<file path="config.mk">
export PLATFORM = sky130hd
export DESIGN_NAME = vpc_controller
export DESIGN_NICKNAME = d
export VERILOG_FILES = /design/src/core/vpc_pkg.sv /design/src/core/vpc_controller.sv /design/src/core/vpc_ms_timer.sv
export SDC_FILE = /design/constraint.sdc
export NUM_CORES = 1
export LEC_CHECK = 0
export BUFFER_PORTS_ARGS = -buffer_cell sky130_fd_sc_hd__buf_2
export CAP_MARGIN = 20
export CORE_MARGIN = 5
export CORE_UTILIZATION = 55
export DETAILED_ROUTE_END_ITERATION = 7
export PLACE_DENSITY = 0.77
export SLEW_MARGIN = 15
export SYNTH_ARGS = -nofsm -noshare
export SYNTH_HDL_FRONTEND = slang
export SYNTH_SLANG_ARGS = --single-unit
</file>
<file path="constraint.sdc">
create_clock -name clock -period 4.7 [get_ports clock]
set_input_delay 0.235 -clock clock [delete_from_list [all_inputs] [get_ports clock]]
set_output_delay 0.235 -clock clock [all_outputs]
set_load 0.02 [all_outputs]
</file>
<file path="src/core/vpc_pkg.sv">
// constants, states and register map for the voice phrase controller
// What this block does
// - phrase codes 0x01 to 0xf7 select user phrases, at most 247
// - code 0xf8 is reserved for test and must never be sent
// - route voice: both route direction bits to 1, both route bits to 0
// - memory direction bits to 1, synthesis selected, source bit picks ROM or external
// - control direction bits to 1 and chip select made inactive first
// - enable fast oscillator, wait 10 ms for crystal or 5 ms for RC
// - enable synthesis interrupt: rate, enable register, group enable, master
// - release synthesis reset, load phrase into high and low nibble ports
// - with chip select active, start bit written 1 then 0 begins transfer
// - on interrupt clear group enable, deselect; re-enable for each phrase
// - finish: put synthesis in reset, then stop the fast oscillator
package vpc_pkg;

	////////////////////////////////////////////////////////////////////////
	// device register offsets
	localparam logic [7:0] monitor_reg_addr            = 8'h01;
	localparam logic [7:0] phrase_low_nibble_addr      = 8'h02;
	localparam logic [7:0] phrase_high_nibble_addr     = 8'h03;
	localparam logic [7:0] irq_enable_group_addr       = 8'h10;
	localparam logic [7:0] master_irq_enable_addr      = 8'h11;
	localparam logic [7:0] memory_select_port_addr     = 8'h24;
	localparam logic [7:0] memory_select_direction_addr = 8'h25;
	localparam logic [7:0] synth_control_reg_addr      = 8'h5a;
	localparam logic [7:0] synth_control_direction_addr = 8'h5b;
	localparam logic [7:0] output_route_reg_addr       = 8'h5c;
	localparam logic [7:0] output_route_direction_addr  = 8'h5d;
	localparam logic [7:0] synth_irq_rate_reg_addr     = 8'h5e;
	localparam logic [7:0] synth_irq_enable_reg_addr   = 8'h5f;
	localparam logic [7:0] fast_osc_control_addr       = 8'h62;

	////////////////////////////////////////////////////////////////////////
	// field positions
	localparam int transfer_start_bit   = 0;
	localparam int synth_reset_bit      = 1;
	localparam int synth_select_bit     = 2;
	localparam int next_phrase_monitor  = 1;
	localparam int synth_or_transfer_bit = 2;
	localparam int memory_source_bit    = 3;
	localparam int osc_enable_bit       = 1;
	localparam int osc_crystal_bit      = 2;
	localparam int synth_irq_enable_bit = 3;
	localparam int rate_4khz_bit        = 0;
	localparam int master_irq_bit       = 0;

	////////////////////////////////////////////////////////////////////////
	// values written
	localparam logic [3:0] route_dir_value   = 4'h3;
	localparam logic [3:0] route_voice_value = 4'h0;
	localparam logic [3:0] memory_dir_value  = 4'hc;
	localparam logic [3:0] control_dir_value = 4'h7;
	localparam logic [7:0] stop_code         = 8'h00;
	localparam logic [7:0] last_user_phrase  = 8'hf7;
	localparam logic [7:0] test_code         = 8'hf8;

	////////////////////////////////////////////////////////////////////////
	// timing
	localparam int clock_khz          = 10000;
	localparam int cycles_per_ms      = clock_khz;
	localparam logic [3:0] crystal_settle_ms = 4'd10;
	localparam logic [3:0] rc_settle_ms      = 4'd5;

	typedef enum logic [4:0] {
		vpc_idle, vpc_route_dir, vpc_route, vpc_mem_dir, vpc_mem, vpc_ctl_dir,
		vpc_cs_off, vpc_osc, vpc_osc_wait, vpc_rate, vpc_pcie, vpc_ie_on, vpc_master_irq_enable,
		vpc_release, vpc_ready, vpc_rearm, vpc_poll, vpc_poll_gap, vpc_poll_chk,
		vpc_addr_hi, vpc_addr_lo, vpc_cs_on, vpc_start_hi, vpc_start_lo,
		vpc_wait_irq, vpc_irq_off, vpc_cs_done, vpc_fin_reset, vpc_fin_osc
	} vpc_state_t;

endpackage

</file>
<file path="src/core/vpc_controller.sv">
// host sequencer that drives the synthesis section through its port registers
module vpc_controller
	import vpc_pkg::*;
#(
	parameter int cycles_per_tick = cycles_per_ms
)(
	input  wire logic       clock,
	input  wire logic       reset,
	// user side
	input  wire logic       cmd_init,
	input  wire logic       crystal_mode,
	input  wire logic       external_memory,
	input  wire logic       cmd_play,
	input  wire logic [7:0] play_phrase,
	input  wire logic       cmd_stop,
	input  wire logic       cmd_finish,
	output logic            ready,
	output logic            cmd_error,
	output logic            phrase_started,
	output logic            sound_busy,
	// device side
	output logic            sfr_write,
	output logic            sfr_read,
	output logic [7:0]      sfr_addr,
	output logic [3:0]      sfr_wdata,
	input  wire logic [3:0] sfr_rdata,
	input  wire logic       synth_irq,
	input  wire logic       busy_low_out
);

	vpc_state_t  state;
	vpc_state_t  next_state;
	logic [7:0]  phrase;
	logic        sending_stop;
	logic        use_crystal;
	logic        use_external;
	logic        timer_start;
	logic        timer_done;
	logic [1:0]  irq_sync;
	logic        irq_seen;
	logic [1:0]  busy_sync;
	logic        wr_now;
	logic [7:0]  wr_addr;
	logic [3:0]  wr_data;

	function automatic logic phrase_ok(input logic [7:0] code);
		phrase_ok = (code != stop_code) && (code <= last_user_phrase);
	endfunction

	function automatic logic [3:0] one_bit(input int pos);
		one_bit = 4'(4'h1 << pos);
	endfunction

	////////////////////////////////////////////////////////////////////////
	// pin synchronisers
	always_ff @(posedge clock)
	begin
		if (reset)
		begin
			irq_sync  <= 2'h0;
			busy_sync <= 2'h3;
			irq_seen  <= 1'b0;
		end
		else
		begin
			irq_sync  <= {irq_sync[0], synth_irq};
			busy_sync <= {busy_sync[0], busy_low_out};
			irq_seen  <= irq_sync[1];
		end
	end

	assign sound_busy = !busy_sync[1];

	vpc_ms_timer #(
		.cycles_per_tick (cycles_per_tick)
	) settle_timer (
		.clock   (clock),
		.reset   (reset),
		.start   (timer_start),
		.wait_ms (use_crystal ? crystal_settle_ms : rc_settle_ms),
		.done    (timer_done)
	);

	assign timer_start = (state == vpc_osc);

	////////////////////////////////////////////////////////////////////////
	// sequence
	always_comb
	begin
		next_state = state;
		case (state)
			vpc_idle:     if (cmd_init) next_state = vpc_route_dir;
			vpc_route_dir: next_state = vpc_route;
			vpc_route:    next_state = vpc_mem_dir;
			vpc_mem_dir:  next_state = vpc_mem;
			vpc_mem:      next_state = vpc_ctl_dir;
			vpc_ctl_dir:  next_state = vpc_cs_off;
			vpc_cs_off:   next_state = vpc_osc;
			vpc_osc:      next_state = vpc_osc_wait;
			vpc_osc_wait: if (timer_done) next_state = vpc_rate;
			vpc_rate:     next_state = vpc_pcie;
			vpc_pcie:     next_state = vpc_ie_on;
			vpc_ie_on:    next_state = vpc_master_irq_enable;
			vpc_master_irq_enable:     next_state = vpc_release;
			vpc_release:  next_state = vpc_ready;
			vpc_ready:
			begin
				if (cmd_finish)
					next_state = vpc_fin_reset;
				else if (cmd_stop)
					next_state = vpc_addr_hi;
				else if (cmd_play && phrase_ok(play_phrase))
					next_state = vpc_rearm;
			end
			vpc_rearm:    next_state = vpc_poll;
			vpc_poll:     next_state = vpc_poll_gap;
			vpc_poll_gap: next_state = vpc_poll_chk;
			// wait for the next-phrase monitor before a play transfer; a stop goes straight to vpc_addr_hi
			vpc_poll_chk: next_state = sfr_rdata[next_phrase_monitor] ? vpc_addr_hi : vpc_poll;
			vpc_addr_hi:  next_state = vpc_addr_lo;
			vpc_addr_lo:  next_state = vpc_cs_on;
			vpc_cs_on:    next_state = vpc_start_hi;
			vpc_start_hi: next_state = vpc_start_lo;
			vpc_start_lo: next_state = sending_stop ? vpc_cs_done : vpc_wait_irq;
			vpc_wait_irq:
			begin
				if (irq_sync[1] && !irq_seen)
					next_state = vpc_irq_off;
				else if (cmd_stop)
					next_state = vpc_addr_hi;
			end
			vpc_irq_off:  next_state = vpc_cs_done;
			vpc_cs_done:  next_state = vpc_ready;
			vpc_fin_reset: next_state = vpc_fin_osc;
			vpc_fin_osc:  next_state = vpc_idle;
			default:      next_state = vpc_idle;
		endcase
	end

	always_ff @(posedge clock)
	begin
		if (reset)
			state <= vpc_idle;
		else
			state <= next_state;
	end

	////////////////////////////////////////////////////////////////////////
	// captured options and phrase
	always_ff @(posedge clock)
	begin
		if (reset)
		begin
			use_crystal  <= 1'b0;
			use_external <= 1'b0;
		end
		else if (state == vpc_idle && cmd_init)
		begin
			use_crystal  <= crystal_mode;
			use_external <= external_memory;
		end
	end

	always_ff @(posedge clock)
	begin
		if (reset)
		begin
			phrase       <= stop_code;
			sending_stop <= 1'b0;
		end
		else if (((state == vpc_ready && !cmd_finish) || state == vpc_wait_irq) && cmd_stop)
		begin
			phrase       <= stop_code;
			sending_stop <= 1'b1;
		end
		else if (state == vpc_ready && cmd_play && !cmd_finish)
		begin
			phrase       <= play_phrase;
			sending_stop <= 1'b0;
		end
	end

	////////////////////////////////////////////////////////////////////////
	// register write chosen by state
	always_comb
	begin
		wr_now  = 1'b1;
		wr_addr = 8'h00;
		wr_data = 4'h0;
		case (state)
			vpc_route_dir:
			begin
				wr_addr = output_route_direction_addr;
				wr_data = route_dir_value;
			end
			vpc_route:
			begin
				wr_addr = output_route_reg_addr;
				wr_data = route_voice_value;
			end
			vpc_mem_dir:
			begin
				wr_addr = memory_select_direction_addr;
				wr_data = memory_dir_value;
			end
			vpc_mem:       // synthesis select stays 0, source bit picks the memory
			begin
				wr_addr = memory_select_port_addr;
				wr_data = use_external ? one_bit(memory_source_bit) : 4'h0;
			end
			vpc_ctl_dir:
			begin
				wr_addr = synth_control_direction_addr;
				wr_data = control_dir_value;
			end
			vpc_cs_off:
			begin
				wr_addr = synth_control_reg_addr;
				wr_data = one_bit(synth_select_bit);
			end
			vpc_osc:
			begin
				wr_addr = fast_osc_control_addr;
				wr_data = one_bit(osc_enable_bit) | (use_crystal ? one_bit(osc_crystal_bit) : 4'h0);
			end
			vpc_rate:
			begin
				wr_addr = synth_irq_rate_reg_addr;
				wr_data = one_bit(rate_4khz_bit);
			end
			vpc_pcie:
			begin
				wr_addr = synth_irq_enable_reg_addr;
				wr_data = one_bit(synth_irq_enable_bit);
			end
			vpc_ie_on, vpc_rearm:
			begin
				wr_addr = irq_enable_group_addr;
				wr_data = one_bit(synth_irq_enable_bit);
			end
			vpc_master_irq_enable:
			begin
				wr_addr = master_irq_enable_addr;
				wr_data = one_bit(master_irq_bit);
			end
			vpc_release, vpc_cs_done:
			begin
				// reset released, chip select inactive
				wr_addr = synth_control_reg_addr;
				wr_data = one_bit(synth_select_bit) | one_bit(synth_reset_bit);
			end
			vpc_addr_hi:
			begin
				wr_addr = phrase_high_nibble_addr;
				wr_data = phrase[7:4];
			end
			vpc_addr_lo:
			begin
				wr_addr = phrase_low_nibble_addr;
				wr_data = phrase[3:0];
			end
			vpc_cs_on:
			begin
				wr_addr = synth_control_reg_addr;
				wr_data = one_bit(synth_reset_bit);
			end
			vpc_start_hi:
			begin
				wr_addr = synth_control_reg_addr;
				wr_data = one_bit(synth_reset_bit) | one_bit(transfer_start_bit);
			end
			// the falling start bit launches the serial transfer
			vpc_start_lo:
			begin
				wr_addr = synth_control_reg_addr;
				wr_data = one_bit(synth_reset_bit);
			end
			vpc_irq_off:
			begin
				wr_addr = irq_enable_group_addr;
				wr_data = 4'h0;
			end
			vpc_fin_reset:
			begin
				wr_addr = synth_control_reg_addr;
				wr_data = one_bit(synth_select_bit);
			end
			vpc_fin_osc:
			begin
				wr_addr = fast_osc_control_addr;
				wr_data = 4'h0;
			end
			default:       wr_now = 1'b0;
		endcase
	end

	////////////////////////////////////////////////////////////////////////
	// device port outputs, registered
	always_ff @(posedge clock)
	begin
		if (reset)
		begin
			sfr_write <= 1'b0;
			sfr_read  <= 1'b0;
			sfr_addr  <= 8'h00;
			sfr_wdata <= 4'h0;
		end
		else
		begin
			sfr_write <= wr_now;
			sfr_read  <= (state == vpc_poll);
			sfr_addr  <= (state == vpc_poll) ? monitor_reg_addr : wr_addr;
			sfr_wdata <= wr_data;
		end
	end

	////////////////////////////////////////////////////////////////////////
	// user status
	always_ff @(posedge clock)
	begin
		if (reset)
		begin
			cmd_error      <= 1'b0;
			phrase_started <= 1'b0;
		end
		else
		begin
			// a bad code is refused and never reaches the device
			cmd_error      <= (state == vpc_ready) && cmd_play && !cmd_stop && !cmd_finish
			                  && !phrase_ok(play_phrase);
			phrase_started <= (state == vpc_irq_off);
		end
	end

	assign ready = (state == vpc_ready);

endmodule

</file>
<file path="src/core/vpc_ms_timer.sv">
// millisecond wait timer built on a one-cycle tick divider
module vpc_ms_timer
	import vpc_pkg::*;
#(
	parameter int cycles_per_tick = cycles_per_ms
)(
	input  wire logic       clock,
	input  wire logic       reset,
	input  wire logic       start,
	input  wire logic [3:0] wait_ms,
	output logic            done
);

	logic [31:0] divider;
	logic        tick;
	logic [3:0]  remaining;

	////////////////////////////////////////////////////////////////////////
	// divider restarts with each wait so the first millisecond is whole
	always_ff @(posedge clock)
	begin
		if (reset || start || divider == 32'(cycles_per_tick - 1))
			divider <= 32'h0;
		else
			divider <= divider + 32'h1;
	end

	assign tick = (divider == 32'(cycles_per_tick - 1)) && !start;

	always_ff @(posedge clock)
	begin
		if (reset)
			remaining <= 4'h0;
		else if (start)
			remaining <= wait_ms;
		else if (tick && remaining != 4'h0)
			remaining <= remaining - 4'h1;
	end

	assign done = (remaining == 4'h0) && !start;

endmodule

</file>
==> summary.txt, run 1 <==
Timing
  – Worst Setup Slack, final: 2.27 ns
  – Final-report max-slew violation count: 0
  – Setup TNS Final: 0 ns
  – Final setup viols: 0
  – Period minus WS final: 2.43 ns
  – Worst Tran Pin Value: 0.896 ns
  – Worst hold margin: 0.0686 ns
  – Skew final: 0.00700 ns
  – Slew headroom: 40.2%
  – Final period util: 51.7%
  – Fin. Hold Viols: 0
  – RSZ-0062 raised after global routing: no
  – F_max: 411 MHz

Clock tree
  – Root Driver: clkbuf_8
  – Clock slew at reported path FFs: 0.07 ns
  – Clock tree buffer depth: 2
  – Clock Latency Late Sink: 0.35 ns
  – # resized after CTS: 0
  – Postcts setup bufs: 0
  – TritonCTS clock tree: built
  – Hold_buf cts: 0
  – Number of H-tree levels: 3
  – Clock Sinks: 72
  – Total clock buffers created by CTS: 9

Setup path
  – Reg2Reg Launch Point: state[3]
  – Max FO, Critical Path: 27
  – Worst-path cell chain: inv_1 -> nor4b_1 -> buf_2
  – Nature of the critical path startpoint: flip-flop
  – Slowest-stage cell, CP: dfxtp_1
  – CP startpoint: state[3]
  – WS Path Type: flip-flop to output pin
  – Crit path largest cell delay: 0.91 ns
  – Worst EP arrival: 2.20 ns
  – CP endpoint kind: output pin
  – Worst Path Required: 4.47 ns

Synth
  – Number of synthesized register bits: 72
  – Unique masters post-synth: 65
  – Post-synth net total: 463
  – Sequential share of the synthesized area: 39.5%
  – Number of enable flip-flop cells after synthesis: 0
  – Syn Area/Cell: 8.30 um^2
  – Synth Cell Area: 3640 um^2
  – Post-synth ARST share: 0%
  – Post-synth top flop: dfxtp_1
  – Cells after synthesis: 439
  – Synthesis Warnings: 0

Power
  – Peak supply drop: 0.232 mV
  – Leakage: 1.54 nW
  – Pwr/cell area: 378 nW/um^2

Final layout
  – Fill count: 556
  – Fin cells: 543
  – Area Overhead vs Synth: 10.8%
  – Layout cell share with drive strength beyond 1: 15.5%
  – Layout Nets: 485
  – N_diodes: 0
  – Core Util, Final: 63.3%
  – Reg area: 1440 um^2
  – Area occupied by multi-input gates: 2040 um^2

Drt
  – Final wirelength: 8370 um
  – Via count: 3277
  – DRC viols: 0
  – DRT Pass-1 Iters: 5
  – DR iter-0 viols: 207
  – DR WL/cell: 15.4 um
  – DRT antenna net count: 0
  – Via density per instance: 6.03

Place
  – Dpl ws: 2.04 ns
  – DP HPWL: 5640 um
  – I/O Buffers: 35
  – Final RePlAce weighted congestion: 0.851
  – Placed cell count: 527

Floorplanning
  – Die X: 91.4 um
  – Die footprint: 8350 um^2
  – Initial Util: 57.1%
  – Row count: 29
  – Core ar.: 6390 um^2
  – Boundary Pins: 40
  – Die height: 91.4 um

Global routing
  – Vias in the first global route: 3020
  – Largest net degree at the start of global routing: 37
  – Antenna violations before repair: 0
  – First-pass GRT wire length: 13900 um
  – Gr usage total: 20.1%
  – Total gr overflow: 0

Job
  – Max-cap violations: 0

Worst hold path
  – Worst min-delay path category: input port to flip-flop
  – Min-delay src: busy_low_out

Outcome
  – Status: complete, no violations
-- metrics by stage --
step                      cell area (um^2)  total power [mW]
after global routing                  4040              1.60
after floorplan                       3640             0.914
after detailed placement              3810             0.988
after global placement                3810             0.983
after CTS                             4040              1.53
final                                 4040              1.53
-- state kept, by name, indices dropped and copies added, names as in the netlist, 2 cells and up --
register,cells
settle_timer.divider,32
irq_sync,2
sfr_addr,7
busy_sync,2
state,5
phrase,8
settle_timer.remaining,4
sfr_wdata,4
-- Yosys cell counts (4+ instances only) --
cell type | n | area share (%)
dfxtp_1 | 72 | 40
nor2_1 | 56 | 5.8
a21oi_1 | 26 | 3.6
nand2_1 | 26 | 2.7
o21ai_0 | 24 | 3.3
nand3_1 | 22 | 3.0
clkbuf_1 | 17 | 1.8
xor2_1 | 15 | 3.6
inv_1 | 12 | 1.2
nor2b_1 | 11 | 1.9
a31oi_1 | 10 | 1.7
nand2b_1 | 10 | 1.7
nor4_1 | 10 | 1.7
xnor2_1 | 10 | 2.4
nand4_1 | 8 | 1.4
nor3_1 | 8 | 1.1
buf_2 | 7 | 0.96
or3_1 | 7 | 1.2
and3_1 | 6 | 1.0
a211oi_1 | 5 | 1.0
and2_1 | 5 | 0.86
a21o_1 | 4 | 0.82
nor4b_1 | 4 | 0.96
or2_2 | 4 | 0.69
-- cell families (layout without fill, tap and decap cells) --
family,after synthesis,count (layout),synth area share [%]
compound gates,100,100,17.9
xor+xnor,25,25,6.01
fa+ha+maj,2,2,0.686
buf+inv,39,66,4.67
flops,72,72,39.5
mux,3,3,0.824
other cells,1,1,0.103
simple gates,197,197,30.3
-- power by group --
part	switching, mW	internal [mW]
combinational	0.190	0.110
clock	0.231	0.313
sequential	0.0400	0.642
total	0.461	1.06
-- placed cells by master, fill, tap and decap left out, types with 11 or more instances in the layout --
cell type  Yosys  routed
dfxtp_1       72      72
nor2_1        56      56
buf_2          7      35
nand2_1       26      26
a21oi_1       26      26
o21ai_0       24      24
nand3_1       22      21
xor2_1        15      15
inv_1         12      12
nor2b_1       11      11
-- worst max-delay path, delay by kind of cell (launching register included) --
family                 cells  cell delay, ns
flip-flops                 1            0.91
buffers and inverters      2            0.56
AND/OR/NAND/NOR            1            0.38
-- cell type report --
cell class | count | share of cell area [%]
Clock buffer | 11 | 3.50
Clock inverter | 5 | 1.98
Inverter | 12 | 1.11
Multi-Input combinational cell | 328 | 50.4
Sequential cell | 72 | 35.7
Tap cell | 77 | 2.38
Timing Repair Buffer | 38 | 4.89
-- per-layer routing --
layer,share of wire [%],up-vias,wire length (um),GRT usage [%]
met5,0,-,0,0
met4,2.3,0,189,7.33
met3,5.7,21,473,5.54
met2,48,105,4030,31.7
met1,44,1539,3670,26.1
li1,-,1612,-,-
-- worst paths after layout --
| path | to | slack, ns | cells after the start |
|---|---|---|---|
| hold / removal | busy_sync[0] | 0.07 | 2 |
| hold reg to reg | busy_sync[1] | 0.42 | 1 |
| setup reg to reg | sending_stop | 2.32 | 5 |
| setup / recovery | ready | 2.27 | 3 |
(Power assumes the default switching activity.)
==> inputs of run 2 (changes only) <==
Clock period 4.7 ns to 2.4 ns, I/O delays scaled along.
==> run 2 against run 1 <==
Utilization up 0.59 points. Sequential share of layout area down 0.33 points. Global-route usage down 0.11 points. Critical path type is now flip-flop to flip-flop. Final cell count up 1.3%. Clock-buffer cell count down 1. Clock skew up 0.0014 ns. Largest power group unchanged. Critical path depth up 3. Wire length down 2.4%. Worst hold slack worse by 0.048 ns. Clock power up 71%.
==> summary.txt, run 2 (synthesized netlist as in run 1, its figures left out) <==
Setup path
  – Worst-path cell chain: buf_4 -> nand2b_1 -> nor3_1 -> a32oi_1 -> nand2_1 -> and4b_1
  – Max FO, Critical Path: 28 (+3.7%)
  – Crit path largest cell delay: 0.48 ns (-0.43 ns)
  – Slowest-stage cell, CP: dfxtp_1
  – Worst Path Required: 2.64 ns (-1.83 ns)
  – CP endpoint kind: flip-flop
  – CP startpoint: state[4]
  – Nature of the critical path startpoint: flip-flop
  – R2R Setup Slk: 0.47 ns (-1.85 ns)
  – Worst EP arrival: 2.17 ns (-0.03 ns)
  – R2R Path End: state[0]
  – Reg2Reg Launch Point: state[4]
  – Worst reg2reg path depth: 6 (+1)
  – WS Path Type: flip-flop to flip-flop

Power
  – Sw frac: 31.6% (+1.4 points)
  – Switch Pwr: 0.910 mW (+97%)
  – Pwr/cell area: 705 nW/um^2 (+87%)
  – Logic pwr share: 22.6% (+2.9 points)
  – Leakage: 1.56 nW (+1.5%)
  – Overall power: 2.87 mW (+88%)
  – Peak supply drop: 0.464 mV (+100%)
  – Flop pwr share: 45.0% (+0.3 points)
  – Clk network pwr share: 32.4% (-3.2 points)
  – Internal power: 1.96 mW (+85%)

Floorplanning
  – Die footprint: 8350 um^2 (unchanged)
  – Row count: 29 (unchanged)
  – Boundary Pins: 40 (unchanged)
  – Core ar.: 6390 um^2 (unchanged)
  – Die X: 91.4 um (unchanged)
  – Initial Util: 57.1% (unchanged)
  – Die height: 91.4 um (unchanged)

Drt
  – Via count: 3222 (-1.7%)
  – DRC viols: 0 (unchanged)
  – Via density per instance: 5.86 (-2.9%)
  – Final wirelength: 8170 um (-2.4%)
  – DR iter-0 viols: 193 (-6.8%)
  – DR WL/cell: 14.8 um (-3.7%)
  – DRT Pass-1 Iters: 4 (-1)
  – DRT antenna net count: 0 (unchanged)

Final layout
  – N_diodes: 0 (unchanged)
  – Core Util, Final: 63.9% (+0.59 points)
  – Most flop-heavy register: settle_timer.divider
  – Commonest cells after routing, fill and taps aside: 72 x dfxtp_1, 56 x nor2_1, 35 x buf_2
  – Leading cell type in the layout, fill and taps excluded: dfxtp_1
  – Fill count: 549 (-1.3%)
  – Fin cells: 550 (+1.3%)
  – Area Overhead vs Synth: 11.9%
  – Biggest regs: settle_timer.divider x32, phrase x8, sfr_addr x7
  – Layout Nets: 493 (+1.6%)
  – Largest register FFs: 32 (unchanged)
  – Layout cell share with drive strength beyond 1: 16.1% (+0.62 points)

Global routing
  – Antenna violations before repair: 0 (unchanged)
  – Total gr overflow: 0 (unchanged)
  – First-pass GRT wire length: 14000 um (+0.70%)
  – Largest net degree at the start of global routing: 35 (-5.4%)
  – Gr usage total: 20.0% (-0.11 points)
  – Vias in the first global route: 3090 (+2.3%)

Timing
  – Skew final: 0.00837 ns (+0.00137 ns)
  – Setup TNS Final: 0 ns (unchanged)
  – Worst hold margin: 0.0206 ns (-0.0479 ns)
  – RSZ-0062 raised after global routing: no
  – Fin. Hold Viols: 0 (unchanged)
  – Final period util: 80.6%
  – Final setup viols: 0 (unchanged)
  – Final-report max-slew violation count: 0 (unchanged)
  – Period minus WS final: 1.93 ns
  – F_max: 517 MHz
  – Worst Tran Pin Value: 0.584 ns (-0.312 ns)
  – Slew headroom: 60.9% (+21 points)

Clock tree
  – Postcts setup bufs: 0 (unchanged)
  – # resized after CTS: 0 (unchanged)
  – Number of H-tree levels: 3 (unchanged)
  – Hold_buf cts: 2 (+2)
  – Clock Latency Late Sink: 0.35 ns (about the same)
  – Clock slew at reported path FFs: 0.07 ns (about the same)
  – Clock tree buffer depth: 2 (unchanged)
  – Root Driver: clkbuf_8
  – TritonCTS clock tree: built
  – Clock Sinks: 72 (unchanged)
  – Total clock buffers created by CTS: 9 (unchanged)

Worst hold path
  – Hold endpoint: use_external
  – Hold path cells: 3 (+1)
  – Min-delay src: external_memory
  – Worst min-delay path category: input port to flip-flop

Place
  – I/O Buffers: 35 (unchanged)
  – DP HPWL: 5740 um (+1.9%)
  – Final RePlAce weighted congestion: 0.876 (+2.9%)
  – Placed cell count: 533 (+1.1%)

Job
  – Max-cap violations: 0 (unchanged)

Outcome
  – Status: complete, no violations
## run 2: worst max path at each step
stage / to / slack, ns / cells after the start
after floorplan: ready / 0.56 / 4
after global placement: settle_timer.divider[19] / 0.53 / 7
after detailed placement: settle_timer.divider[9] / 0.46 / 7
after CTS: settle_timer.divider[2] / 0.45 / 7
after global routing: sending_stop / 0.27 / 5
final: state[0] / 0.47 / 6
## run 2: area by class of cell
class                      count  area [um^2]  area share [%]
inverter                      12         45.0            1.10
multi-input combinational    328         2030            49.9
tap                           77         96.3            2.36
clock buffer                  10          128            3.13
timing repair buffer          46          275            6.75
sequential                    72         1440            35.3
clock inverter                 5         58.8            1.44
## run 2: worst max-delay path, delay by kind of cell, from the launching register on
| family | cells | cell delay (ns) |
|---|---|---|
| and+or+nand+nor | 4 | 0.79 |
| DFF | 1 | 0.48 |
| buffers and inverters | 1 | 0.33 |
| AOI/OAI and AO/OA | 1 | 0.22 |
## run 2: power groups by stage
stage               Clock [mW]  Combinational, mW  Sequential [mW]
finish                   0.931              0.649             1.29
global route              1.01              0.715             1.30
CTS                      0.949              0.640             1.30
detailed placement           0              0.635             1.32
global placement             0              0.629             1.32
floorplan                    0              0.437             1.35
## run 2: stage by stage
step	instance area, um^2	worst slack (ns)
after floorplan	3640	0.562
after global placement	3870	0.525
after detailed placement	3870	0.464
after CTS	4080	0.449
after global routing	4080	0.265
final	4080	0.467
## run 2: metal layers
layer	share of wire, %	wire [um]	global-route usage, %	vias to the layer above
met5	0	0	0	-
met4	1.7	142	6.36	0
met3	4.7	382	5.04	17
met2	47	3870	31.9	87
met1	46	3770	26.3	1491
li1	-	-	-	1627
==> inputs of run 3 (changes only) <==
Clock period 2.4 ns to 1.85 ns, I/O delays scaled along.
==> run 3 against run 2 <==
First-iteration DRC count shrank 10%. Worst hold slack lost 0.0065 ns. Clock-buffer cell count is the same. Clock skew grew 0.0056 ns. Utilization grew 3.7 points. Final cell count grew 3.6%. Sequential share of layout area shrank 1.8 points. Setup slack lost 0.39 ns. Design area grew 5.8%. Sequential power grew 30%. Flip-flop and latch count is the same.
==> summary.txt, run 3 (synthesized netlist as in run 1, its figures left out) <==
Outcome
  – Status: complete, no violations

Timing
  – Final period util: 95.7%
  – Fin. Hold Viols: 0 (unchanged)
  – Period minus WS final: 1.77 ns
  – Skew final: 0.0140 ns (+0.00560 ns)
  – Final setup viols: 0 (unchanged)
  – F_max: 565 MHz
  – Setup TNS Final: 0 ns (unchanged)
  – Final-report max-slew violation count: 0 (unchanged)

Final layout
  – Most flop-heavy register: settle_timer.divider
  – Layout Nets: 512 (+3.9%)
  – Fin area: 4310 um^2 (+5.8%)
  – Leading cell type in the layout, fill and taps excluded: dfxtp_1
  – Biggest regs: settle_timer.divider x32, phrase x8, sfr_addr x7
  – Layout cell share with drive strength beyond 1: 21.1% (+5.0 points)
  – Largest register FFs: 32 (unchanged)
  – N_diodes: 0 (unchanged)
  – Commonest cells after routing, fill and taps aside: 68 x dfxtp_1, 56 x nor2_1, 35 x buf_2
  – Area Overhead vs Synth: 18.3%

Floorplanning
  – Die footprint: 8350 um^2 (unchanged)
  – Die X: 91.4 um (unchanged)
  – Die height: 91.4 um (unchanged)
  – Initial Util: 57.1% (unchanged)
  – Row count: 29 (unchanged)
  – Boundary Pins: 40 (unchanged)
  – Core ar.: 6390 um^2 (unchanged)

Clock tree
  – TritonCTS clock tree: built
  – Clock slew at reported path FFs: 0.08 ns (about the same)
  – Clock tree buffer depth: 2 (unchanged)
  – Number of H-tree levels: 3 (unchanged)
  – Clock Latency Late Sink: 0.35 ns (about the same)
  – Clock Sinks: 72 (unchanged)
  – Root Driver: clkbuf_8
  – Total clock buffers created by CTS: 9 (unchanged)

Drt
  – Via density per instance: 5.91 (+0.92%)
  – DRT antenna net count: 0 (unchanged)
  – Via count: 3370 (+4.6%)
  – DR iter-0 viols: 173 (-10%)
  – DRT Pass-1 Iters: 5 (+1)
  – DR WL/cell: 15.6 um (+5.0%)
  – DRC viols: 0 (unchanged)
  – Final wirelength: 8890 um (+8.8%)

Global routing
  – First-pass GRT wire length: 15000 um (+7.5%)
  – Largest net degree at the start of global routing: 36 (+2.9%)
  – Vias in the first global route: 3210 (+3.9%)
  – Total gr overflow: 0 (unchanged)
  – Gr usage total: 21.7% (+1.7 points)
  – Antenna violations before repair: 0 (unchanged)

Place
  – I/O Buffers: 35 (unchanged)
  – Final RePlAce weighted congestion: 0.867 (-1.0%)
  – Post-placement cell area: 3990 um^2 (+3.0%)
  – DP HPWL: 5940 um (+3.5%)

Setup path
  – Max FO, Critical Path: 26 (-7.1%)
  – Nature of the critical path startpoint: flip-flop
  – Worst EP arrival: 1.68 ns (-0.49 ns)
  – WS Path Type: flip-flop to output pin
  – CP endpoint kind: output pin
  – Worst Path Required: 1.76 ns (-0.88 ns)
  – Reg2Reg Launch Point: settle_timer.divider[4]
  – CP startpoint: state[3]

Power
  – Peak supply drop: 0.548 mV (+18%)
  – Pwr/cell area: 879 nW/um^2 (+25%)
  – Leakage: 1.68 nW (+7.2%)
  – Overall power: 3.79 mW (+32%)

Worst hold path
  – Worst min-delay path category: input port to flip-flop
  – Min-delay src: play_phrase[6]

Job
  – Max-cap violations: 0 (unchanged)
run 3: final timing paths:
path	depth (start not counted)	end	slack, ns
hold reg to reg	1	busy_sync[1]	0.42
hold / removal	3	phrase[6]	0.01
setup / recovery	4	ready	0.08
setup reg to reg	6	settle_timer.remaining[3]	0.08
run 3: power by group:
group / total (mW) / switching (mW) / internal, mW
combinational: 0.914 / 0.558 / 0.357
clock: 1.20 / 0.585 / 0.615
sequential: 1.68 / 0.0430 / 1.63
total: 3.79 / 1.19 / 2.61
run 3: repair_timing:
| item | 4_1_cts | 5_1_grt |
|---|---|---|
| gates resized for setup | 2 | 11 |
| setup endpoints to repair | 3 | 35 |
| setup buffers | 0 | 0 |
| gates cloned | 0 | 1 |
| pin swaps | 0 | 1 |
| hold buffers | 6 | 0 |
| hold endpoints to repair | 6 | 0 |
run 3: final cells by class:
type                       instances  area [um^2]
clock buffer                      10          128
multi-input combinational        328         2080
inverter                          12         45.0
timing repair buffer              65          458
tap                               77         96.3
clock inverter                     6         60.1
fill                             532         2070
sequential                        72         1450
run 3: per-stage QoR:
step / setup WS, ns / utilization (%) / std cells / hold WS (ns)
finish: 0.0790 / 67.5 / 570 / 0.0142
global route: -0.0104 / 67.5 / 570 / 0.00417
global placement: 0.0567 / 62.5 / 547 / 0.275
detailed placement: -0.00448 / 62.5 / 547 / 0.278
CTS: 0.00285 / 66.5 / 569 / 0.000968
floorplan: 0.0398 / - / 439 / 0.196
run 3: worst max-delay path, cell delays in order (launching register included):
cell and delay (ns):
dfxtp_1 0.38, buf_12 0.18, inv_1 0.14, nor4b_1 0.38
buf_2 0.24
run 3: per-layer routing:
| metal | share of wire [%] | track usage, % | vias up |
|---|---|---|---|
| met1 | 42 | 28.2 | 1558 |
| met4 | 3.0 | 9.90 | 0 |
| met3 | 6.6 | 4.88 | 22 |
| met2 | 48 | 33.9 | 125 |
| met5 | 0 | 0 | - |
| li1 | - | - | 1665 |
